$ cat src/lxcfg_defines.svh
// constants of the extended configuration decoder
`ifndef LXCFG_DEFINES_SVH
`define LXCFG_DEFINES_SVH

// ****************************************************************
// register map, byte addresses
// ****************************************************************
`define LXCFG_ADDR_CMD        4'h0
`define LXCFG_ADDR_CFG        4'h4
`define LXCFG_ADDR_MODE       4'h8

// ****************************************************************
// instruction codes and field positions
// ****************************************************************
`define LXCFG_SCREEN_CODE     7'h01
`define LXCFG_DISP_CODE       6'h01
`define LXCFG_ICON_CODE       5'h01
`define LXCFG_CMD_RS_BIT      8
`define LXCFG_CMD_RW_BIT      9
`define LXCFG_CMD_EXT_BIT     10
`define LXCFG_CFG_SPLIT_BIT   0
`define LXCFG_CFG_COLF_BIT    1
`define LXCFG_CFG_ROWF_BIT    2
`define LXCFG_CFG_ICONLY_BIT  3
`define LXCFG_CFG_BLINK_BIT   4
`define LXCFG_CFG_DIRECT_BIT  5
`define LXCFG_CFG_PHASE_BIT   6

// ****************************************************************
// geometry and timing
// ****************************************************************
`define LXCFG_COLS            7'h50
`define LXCFG_ROWS_TWO        5'h10
`define LXCFG_ROWS_ONE        5'h08
`define LXCFG_ICON_ROW_A      5'h11
`define LXCFG_ICON_ROW_B      5'h12
`define LXCFG_SPLIT_SUM       8'ha1
`define LXCFG_BLINK_DIV       16'hcc00
`define LXCFG_BLINK_HALF      16'h65ff
`define LXCFG_ODD_OFFSET      6'h20
`define LXCFG_CFG_RESET       6'h00

`endif

$ cat src/lxcfg_pkg.sv
// types of the extended configuration decoder
package lxcfg_pkg;

    // ****************************************************************
    // persistent configuration
    // ****************************************************************
    typedef struct packed {
        logic direct_supply_bit;
        logic icon_blink_bit;
        logic icon_only_bit;
        logic row_flip;
        logic col_flip;
        logic split_mirror;
    } lxcfg_cfg_type;

    typedef enum logic [1:0] {
        LXCFG_MUX_18,
        LXCFG_MUX_9,
        LXCFG_MUX_2
    } lxcfg_mux_type;

    // ****************************************************************
    // scan position into the driver
    // ****************************************************************
    typedef struct packed {
        logic [6:0] col;
        logic [4:0] row;
    } lxcfg_scan_type;

    // ****************************************************************
    // mapped driver coordinates
    // ****************************************************************
    typedef struct packed {
        logic [6:0] col;
        logic [7:0] split_col;
        logic [4:0] row;
        logic       row_is_icon;
    } lxcfg_map_type;

endpackage

$ cat src/lxcfg_decoder.sv
// extended configuration decoder with avalon-mm slave and scan mapping
// Notes on behaviour
// - decode extended instructions only when ext select=1, rs=0, rw=0.
// - split bit 0: column n pairs with column n+80.
// - split bit 1: column n pairs with column 161-n.
// - orientation instruction upper six bits 000001; flip 0 gives columns 1..80.
// - column flip 1 outputs columns from 80 down to 1.
// - row flip 0, two lines: rows 1..16, icons on rows 17 and 18.
// - row flip 0, single line: rows 1..8, icons on row 17.
// - row flip 1 reverses rows; icons 18 then 17, or 17 single line.
// - both flips together rotate the image by 180 degrees.
// - icon instruction upper bits 00001; icon-only 0 gives mux 1:18/1:9, char factor.
// - icon-only 1 drives icons only at mux 1:2, icon factor.
// - icon blink independent of cursor and character blink enable.
// - blink off: icon states from glyph ram characters 0 to 3.
// - blink on: two bits per icon, even/odd phases follow cursor blink.
// - odd phase reads characters 4 to 7, even phase characters 0 to 3.
// - blink off: characters 4 to 7 are ordinary user characters.
// - data bit 1 lights the icon, bit 0 blanks it.
// - direct bit 0: supply from internal generator or external voltage.
// - direct bit 1: generator off, display supply tied to generator input.
// - blink phases alternate at clock divided by 52224.
`timescale 1ns/10ps

`include "lxcfg_defines.svh"

module lxcfg_decoder (
    input  wire logic                  clk_sys,
    input  wire logic                  nrst,
    input  wire logic [3:0]            avs_address,
    input  wire logic                  avs_read,
    input  wire logic                  avs_write,
    input  wire logic [31:0]           avs_writedata,
    input  wire logic [3:0]            avs_byteenable,
    output logic [31:0]                avs_readdata,
    output logic                       avs_waitrequest,
    input  wire logic                  single_line_select,
    input  wire lxcfg_pkg::lxcfg_scan_type scan_pos,
    input  wire logic [4:0]            icon_group,
    input  wire logic [4:0]            glyph_ram_data,
    output lxcfg_pkg::lxcfg_map_type   drive_pos,
    output lxcfg_pkg::lxcfg_mux_type   mux_mode,
    output logic                       use_icon_factor,
    output logic                       generator_enable,
    output logic                       display_supply_output,
    output logic                       external_supply_allowed,
    output logic                       blink_odd_phase,
    output logic [5:0]                 glyph_ram_icon_addr,
    output logic                       glyph_ram_upper_free,
    output logic [4:0]                 icon_lit
);
    import lxcfg_pkg::*;

    // ****************************************************************
    // bus slave
    // ****************************************************************
    lxcfg_cfg_type cfg_q, cfg_d;
    logic          ack_q, ack_d;
    logic [31:0]   rdata_q, rdata_d;
    logic [10:0]   cmd;
    logic          cmd_ok;
    logic          blink_q, blink_d;
    logic [15:0]   div_q, div_d;

    // one wait state on every access: the answer is registered
    assign avs_waitrequest = (avs_read | avs_write) & ~ack_q;
    assign avs_readdata    = rdata_q;
    assign cmd             = avs_writedata[10:0];
    assign cmd_ok          = avs_write & ~ack_q & avs_byteenable[0] & avs_byteenable[1]
                             & (avs_address == `LXCFG_ADDR_CMD)
                             & cmd[`LXCFG_CMD_EXT_BIT]
                             & ~cmd[`LXCFG_CMD_RS_BIT]
                             & ~cmd[`LXCFG_CMD_RW_BIT];

    // instruction decode and read mux
    always_comb begin
        cfg_d   = cfg_q; // held until the same instruction comes again
        ack_d   = (avs_read | avs_write) & ~ack_q;
        rdata_d = rdata_q;
        if (cmd_ok) begin
            if (cmd[7:1] == `LXCFG_SCREEN_CODE) begin
                cfg_d.split_mirror = cmd[0];
            end else if (cmd[7:2] == `LXCFG_DISP_CODE) begin
                cfg_d.col_flip = cmd[1];
                cfg_d.row_flip = cmd[0];
            end else if (cmd[7:3] == `LXCFG_ICON_CODE) begin
                cfg_d.icon_only_bit     = cmd[2];
                cfg_d.icon_blink_bit    = cmd[1];
                cfg_d.direct_supply_bit = cmd[0];
            end
        end
        if (avs_read & ~ack_q) begin
            unique case (avs_address)
                `LXCFG_ADDR_CFG: begin
                    rdata_d = {25'h0, blink_q, cfg_q};
                end
                `LXCFG_ADDR_MODE: begin
                    rdata_d = {28'h0000000, generator_enable, display_supply_output,
                               mux_mode};
                end
                default: begin
                    rdata_d = 32'h00000000; // unmapped and command word read zero
                end
            endcase
        end
    end

    // bus and configuration registers
    always_ff @(posedge clk_sys or negedge nrst) begin
        if (!nrst) begin
            cfg_q   <= `LXCFG_CFG_RESET;
            ack_q   <= 1'b0;
            rdata_q <= 32'h00000000;
        end else begin
            cfg_q   <= cfg_d;
            ack_q   <= ack_d;
            rdata_q <= rdata_d;
        end
    end

    // ****************************************************************
    // blink phase divider
    // ****************************************************************
    // own divider so icon blink never depends on character blink enable
    always_comb begin
        div_d   = div_q + 16'h0001;
        blink_d = blink_q;
        if (div_q == `LXCFG_BLINK_HALF) begin
            div_d   = 16'h0000;
            blink_d = ~blink_q; // two halves make one period of 52224
        end
    end

    always_ff @(posedge clk_sys or negedge nrst) begin
        if (!nrst) begin
            div_q   <= 16'h0000;
            blink_q <= 1'b0;
        end else begin
            div_q   <= div_d;
            blink_q <= blink_d;
        end
    end

    // ****************************************************************
    // icon fetch
    // ****************************************************************
    // odd phase only matters while blink is enabled
    assign blink_odd_phase      = cfg_q.icon_blink_bit & blink_q;
    assign glyph_ram_icon_addr  = {1'b0, icon_group}
                                  + (blink_odd_phase ? `LXCFG_ODD_OFFSET : 6'h00);
    assign glyph_ram_upper_free = ~cfg_q.icon_blink_bit;

    // ****************************************************************
    // mapped outputs, registered
    // ****************************************************************
    lxcfg_map_type map_q, map_d;
    logic [4:0]    lit_q, lit_d;
    logic [4:0]    nrows;

    always_comb begin
        nrows = single_line_select ? `LXCFG_ROWS_ONE : `LXCFG_ROWS_TWO;
        lit_d = glyph_ram_data; // a 1 lights, a 0 blanks
        map_d = '0;
        // column mirror, 1..80 or 80..1
        map_d.col = cfg_q.col_flip ? 7'(`LXCFG_COLS + 7'h01 - scan_pos.col)
                                   : scan_pos.col;
        // second half of the split screen
        map_d.split_col = cfg_q.split_mirror
                          ? 8'(`LXCFG_SPLIT_SUM - {1'b0, map_d.col})
                          : 8'({1'b0, map_d.col} + {1'b0, `LXCFG_COLS});
        // rows beyond the character rows are icon rows
        if (scan_pos.row > nrows) begin
            map_d.row_is_icon = 1'b1;
            if (single_line_select) begin
                map_d.row = `LXCFG_ICON_ROW_A;
            end else if (cfg_q.row_flip) begin
                map_d.row = (scan_pos.row == `LXCFG_ICON_ROW_A) ? `LXCFG_ICON_ROW_B
                                                                : `LXCFG_ICON_ROW_A;
            end else begin
                map_d.row = scan_pos.row;
            end
        end else begin
            map_d.row = cfg_q.row_flip ? 5'(nrows + 5'h01 - scan_pos.row)
                                       : scan_pos.row;
        end
    end

    always_ff @(posedge clk_sys or negedge nrst) begin
        if (!nrst) begin
            map_q <= '0;
            lit_q <= 5'h00;
        end else begin
            map_q <= map_d;
            lit_q <= lit_d;
        end
    end

    assign drive_pos = map_q;
    assign icon_lit  = lit_q;

    // ****************************************************************
    // multiplex and supply control
    // ****************************************************************
    always_comb begin
        if (cfg_q.icon_only_bit) begin
            mux_mode = LXCFG_MUX_2;
        end else if (single_line_select) begin
            mux_mode = LXCFG_MUX_9;
        end else begin
            mux_mode = LXCFG_MUX_18;
        end
    end

    assign use_icon_factor         = cfg_q.icon_only_bit;
    assign generator_enable        = ~cfg_q.direct_supply_bit;
    assign display_supply_output   = cfg_q.direct_supply_bit; // tied to input
    assign external_supply_allowed = ~cfg_q.direct_supply_bit;

endmodule

$ cat config.mk
export PLATFORM = sky130hd
export DESIGN_NAME = lxcfg_decoder
export DESIGN_NICKNAME = d
export VERILOG_FILES = /design/src/lxcfg_pkg.sv /design/src/lxcfg_decoder.sv
export VERILOG_INCLUDE_DIRS = /design/src
export SDC_FILE = /design/constraint.sdc
export NUM_CORES = 1
export LEC_CHECK = 0
export ABC_AREA = 1
export BUFFER_PORTS_ARGS = -buffer_cell sky130_fd_sc_hd__buf_2
export CAP_MARGIN = 20
export CORE_ASPECT_RATIO = 1.5
export CORE_MARGIN = 2
export CORE_UTILIZATION = 50
export CTS_CLUSTER_SIZE = 28
export DETAILED_ROUTE_END_ITERATION = 6
export PLACE_DENSITY_LB_ADDON = 0.1
export SLEW_MARGIN = 30
export SYNTH_ARGS = -nofsm -noshare
export SYNTH_HDL_FRONTEND = slang
export SYNTH_SLANG_ARGS = --single-unit
$ cat constraint.sdc
create_clock -name clk_sys -period 3.7 [get_ports clk_sys]
set_clock_uncertainty 0.1 [all_clocks]
set_input_delay 0 -clock clk_sys [delete_from_list [all_inputs] [get_ports clk_sys]]
set_output_delay 0 -clock clk_sys [all_outputs]
set_load 0.01 [all_outputs]
; Word level (Yosys, flattened, before mapping)
; Cells that the tools add are included.
[classes]
n_addsub = 7
n_lt_le_gt_ge = 1
n_eq_ne = 7
muxes = 14
bitwise_logic = 19
reduce_logical = 4
[ops]
columns = op, n
row1 = 5-bit two-way mux, 5
row2 = "16-bit by 1-bit adder with 16-bit output, second input constant", 1
row3 = "16-bit by 15-bit == test with 1-bit output, second input constant", 1
row4 = 16-bit two-way mux, 1
row5 = 7-bit case mux with 2 select lines, 1
row6 = 1-bit bitwise AND, 10
row7 = "7-bit by 7-bit adder with 8-bit output, second input constant", 1
row8 = 8-bit two-way mux, 1
row9 = 1-bit inverter, 8
row10 = "8-bit by 7-bit subtractor with 8-bit output, first input constant", 1
row11 = "7-bit by 1-bit == test with 1-bit output, second input constant", 1
row12 = 7-bit two-way mux, 1
row13 = "7-bit subtractor, first input constant", 1
row14 = 5-bit by 6-bit adder with 6-bit output, 1
row15 = "6-bit by 1-bit == test with 1-bit output, second input constant", 1
row16 = 6-bit two-way mux, 1
row17 = "5-bit by 1-bit adder with 5-bit output, second input constant", 1
row18 = "5-bit by 1-bit == test with 1-bit output, second input constant", 1
row19 = "5-bit == test, second input constant", 1
row20 = 5-bit > comparator, 1
row21 = 5-bit subtractor, 1
row22 = "4-bit by 3-bit == test with 1-bit output, second input constant", 1
row23 = "4-bit == test, second input constant", 1
row24 = 4-bit zero test, 1
row25 = 6 further kinds, 8
[word_totals]
register_bits = 82
in_bits = 67
out_inout_bits = 73
wordCells = 67

; Depth between registers and ports, before layout
[logic_depth]
ltp_word = 9
ltp_mapped = 12
depth_no_buf = 12

; Worst setup path after synthesis
; OpenSTA, ideal clock, no wires.
[synth_timing]
path_type = reg-to-reg
start = register cfg_q[1] (netlist name)
end = register map_q, in the netlist drive_pos[11]
setup_ps = 65
arrival_time_ps = 1451
required_time_ps = 3535
slack_ps = 2084
path_stages_with_launch = 9
path_buffers = 1
period_less_slack_ps = 1616
path_cell_list = dfrtp_1 buf_2 nand3_1 nand2_1 nand2_1 inv_1 ha_1 or2_2 nand2_1
[synth_rtl]
columns = item, line
row1 = "start, declared", lxcfg_decoder.sv:57  ; lxcfg_cfg_type cfg_q, cfg_d;
row2 = "start signal, assigned", lxcfg_decoder.sv:111  ; cfg_q <= `LXCFG_CFG_RESET;
row3 = "start signal, assigned", lxcfg_decoder.sv:115  ; cfg_q <= cfg_d;
row4 = "end signal, assigned", lxcfg_decoder.sv:193  ; map_q <= map_d;
row5 = "end, declared", lxcfg_decoder.sv:156  ; lxcfg_map_type map_q, map_d;

==> out/metrics.yaml <==
pwr:
  totalPowerFinal_mw: 1.39
  leakagePower_nw: 2.02
  ir_worst_vdd_v: 0.000208
  power.density_mw_per_mm2: 365
clocking:
  cts-htree-levels: 2
  numClockSinks: 56
  clk_pin_slew_ns: 0.10
  cts_root_buffer: "clkbuf_8"
  cts_tree: "yes"
  clk_latency_ns: 0.30
  numCtsBuffers: 5
  cts.path.max_buffers: 2
sta:
  fmax_mhz: 480
  worstMarginPinSlew_ns: 0.664
  setup_violations: 0
  fin_crit_ns: 2.08
  max-slew-margin-rel_pct: 55.7
  rsz0062_at_grt: "false"
  slew_violations: 0
  hold_viol: 0
  tns_ns: 0
  fin_crit_sh_pct: 56.3
  setup_slack_ns: 1.62
run:
  cap_viol_max_count: 0
floorplan:
  initial_core_util_pct: 51.7
  die_w_microns: 67.1
  io_pins: 140
  core_area_sq_mm: 0.00579
  std_cell_rows: 34
  die_h_microns: 98.7
  die_area_sq_mm: 0.00663
worst_hold_path:
  hold_path_end: "cfg_q[0]"
  whs_path_depth: 6
  hold_start: "avs_writedata[3]"
  hp-class: "in2reg"
synthesis:
  synthMostInstantiatedCell: "nand2_1"
  seq_area_frac_synth_pct: 46.9
  synth_top_cells_by_area: "dfrtp_1, buf_4, nand2_1"
  synthesis.area_sq_mm: 0.00299
  yosysTopAreaCell: "dfrtp_1"
  synth_flop_cell: "dfrtp_1"
  synthCells: 345
  postSynthAreaPerCell_sq_um: 8.67
  synth_warnings: 0
  synth_top_area_share_pct: 46.9
  ys_ff_latch: 56
  synth_commonest_cells: "nand2_1, dfrtp_1, inv_1"
  ys_types: 33
  synth_edf_count: 0
  synthArstFlopShare_pct: 100
placement:
  portBuffers: 81
  detailedPlacementHpwl_microns: 4490
  place_ws_ns: 1.92
  globalplace.congestion: 0.820
  post_dp_cell_area_sq_mm: 0.00332
global_routing:
  first_global_vias: 2362
  grt_pass1_wl_microns: 10100
  overflow: 0
  grt_max_degree: 57
  grt_usage_pct: 19.5
  antenna_found_initial: 0
setup_path:
  cp_max_fo: 4
  timing.rr.end: "display_supply_output"
  cp-start-kind: "primary input"
  critPathCaptureType: "register"
  cp_data_required_time_ns: 3.84
  path_class: "in2reg"
  rr_startpoint: "ack_q"
  r2r_slack_ns: 1.78
  reg2reg_depth: 7
  crit_arrival_ns: 2.23
final_layout:
  syn_to_final_growth_pct: 27.7
  finalInstanceArea_sq_mm: 0.00382
  final_util_pct: 66.0
  antenna_cells: 0
  nets: 531
  layout-drive-gt1-share_pct: 23.9
  fill_cells: 494
detailed_routing:
  vias: 2502
  routed_wl_microns: 5980
  dr.first_iter.drc_count: 132
  drt-pass1-iter-count: 4
  ant_nets: 0
  avgRoutedWirePerCell_microns: 11.3
  remaining_drc_errors: 0
  vias_per_cell: 4.73
run_status:
  outcome: "finished, final reports clean"
-- report_power, final --
part,internal (mW),switching [mW],leakage (nW)
Combinational,0.0919,0.118,1.26
Clock,0.338,0.192,0.0784
Sequential,0.643,0.00908,0.678
Total,1.07,0.319,2.02
-- registers in the layout, indices dropped and copies added (netlist names) --
signal,count
drive_pos,20
div_q,16
avs_readdata,7
icon_lit,5
cfg_q,4
ack_q,1
blink_q,1
display_supply_output,1
use_icon_factor,1
-- cells by family (layout without fill, tap and decap cells) --
group | after synthesis | count (layout) | synth area share [%]
AO/OA/AOI/OAI | 25 | 25 | 4.85
other | 1 | 25 | 0.125
flip-flops | 56 | 56 | 46.9
adder cells (fa/ha/maj) | 8 | 8 | 3.35
AND/OR/NAND/NOR | 150 | 150 | 24.1
XOR/XNOR | 19 | 19 | 5.56
buffers and inverters | 86 | 174 | 15.1
-- per-layer routing --
| metal | global-route usage [%] | wire length, microns | vias to the layer above |
|---|---|---|---|
| met5 | 0 | 0 | - |
| li1 | - | - | 1250 |
| met4 | 8.48 | 146 | 0 |
| met3 | 2.63 | 295 | 11 |
| met2 | 35.6 | 3290 | 83 |
| met1 | 21.9 | 2240 | 1158 |
-- area by class of cell --
cell class	instances	area (sq um)	share of cell area, %
clock inverters	3	90.1	2.36
clock buffers	5	68.8	1.80
well taps	72	90.1	2.36
inverters	50	188	4.92
flip-flops and latches	56	1400	36.7
repair buffers	116	753	19.7
multi-input cells	227	1230	32.1
-- layout by cell type, fill, tap and decap left out, types with 3 or more instances in the layout --
cell and n:
inv_1 47, buf_2 81, nand2_1 64, dlygate4sd3_1 34, nor2_4 3, nor3_1 3
conb_1 25, clkbuf_8 5, xnor2_1 5, nand4_1 14, a21oi_1 3, nor2_1 31
nand3_1 19, o21ai_0 11, inv_2 3, nand2_2 4, ha_1 8, bufinv_16 3
o21ai_1 3, dfrtp_1 56, xor2_1 14
-- how the worst max path moves through the flow --
| stage | from | end |
|---|---|---|
| 5_1_grt | scan_pos[4] | drive_pos[2] |
| 4_1_cts | scan_pos[4] | drive_pos[2] |
| 3_5_place_dp | cfg_q[1] | drive_pos[11] |
| 2_1_floorplan | cfg_q[1] | drive_pos[11] |
| 6_report | scan_pos[4] | drive_pos[2] |
| 3_3_place_gp | cfg_q[1] | drive_pos[11] |
-- worst max-delay path: stages --
cell and delay [ns]:
dlygate4sd3_1 0.53, buf_2 0.14, ha_1 0.32, nand2_1 0.08, o21ai_2 0.21, inv_2 0.08, nand2_1 0.12, nand2_1 0.07
a21oi_1 0.11, dlygate4sd3_1 0.56
-- per-stage QoR --
step | std cells | hold slack, ns
after floorplan | 369 | -0.396
after global placement | 487 | -0.0999
after detailed placement | 487 | -0.0999
after CTS | 529 | 0.00000966
after global routing | 529 | 0.0287
final | 529 | 0.00235
-- what timing repair did --
action                                 4_1_cts  5_1_grt
gates resized for setup                      0        0
hold buffers                                34        0
endpoints found under the hold margin       88        0
setup buffers                                0        0
Power figures use the tool's default switching activity.
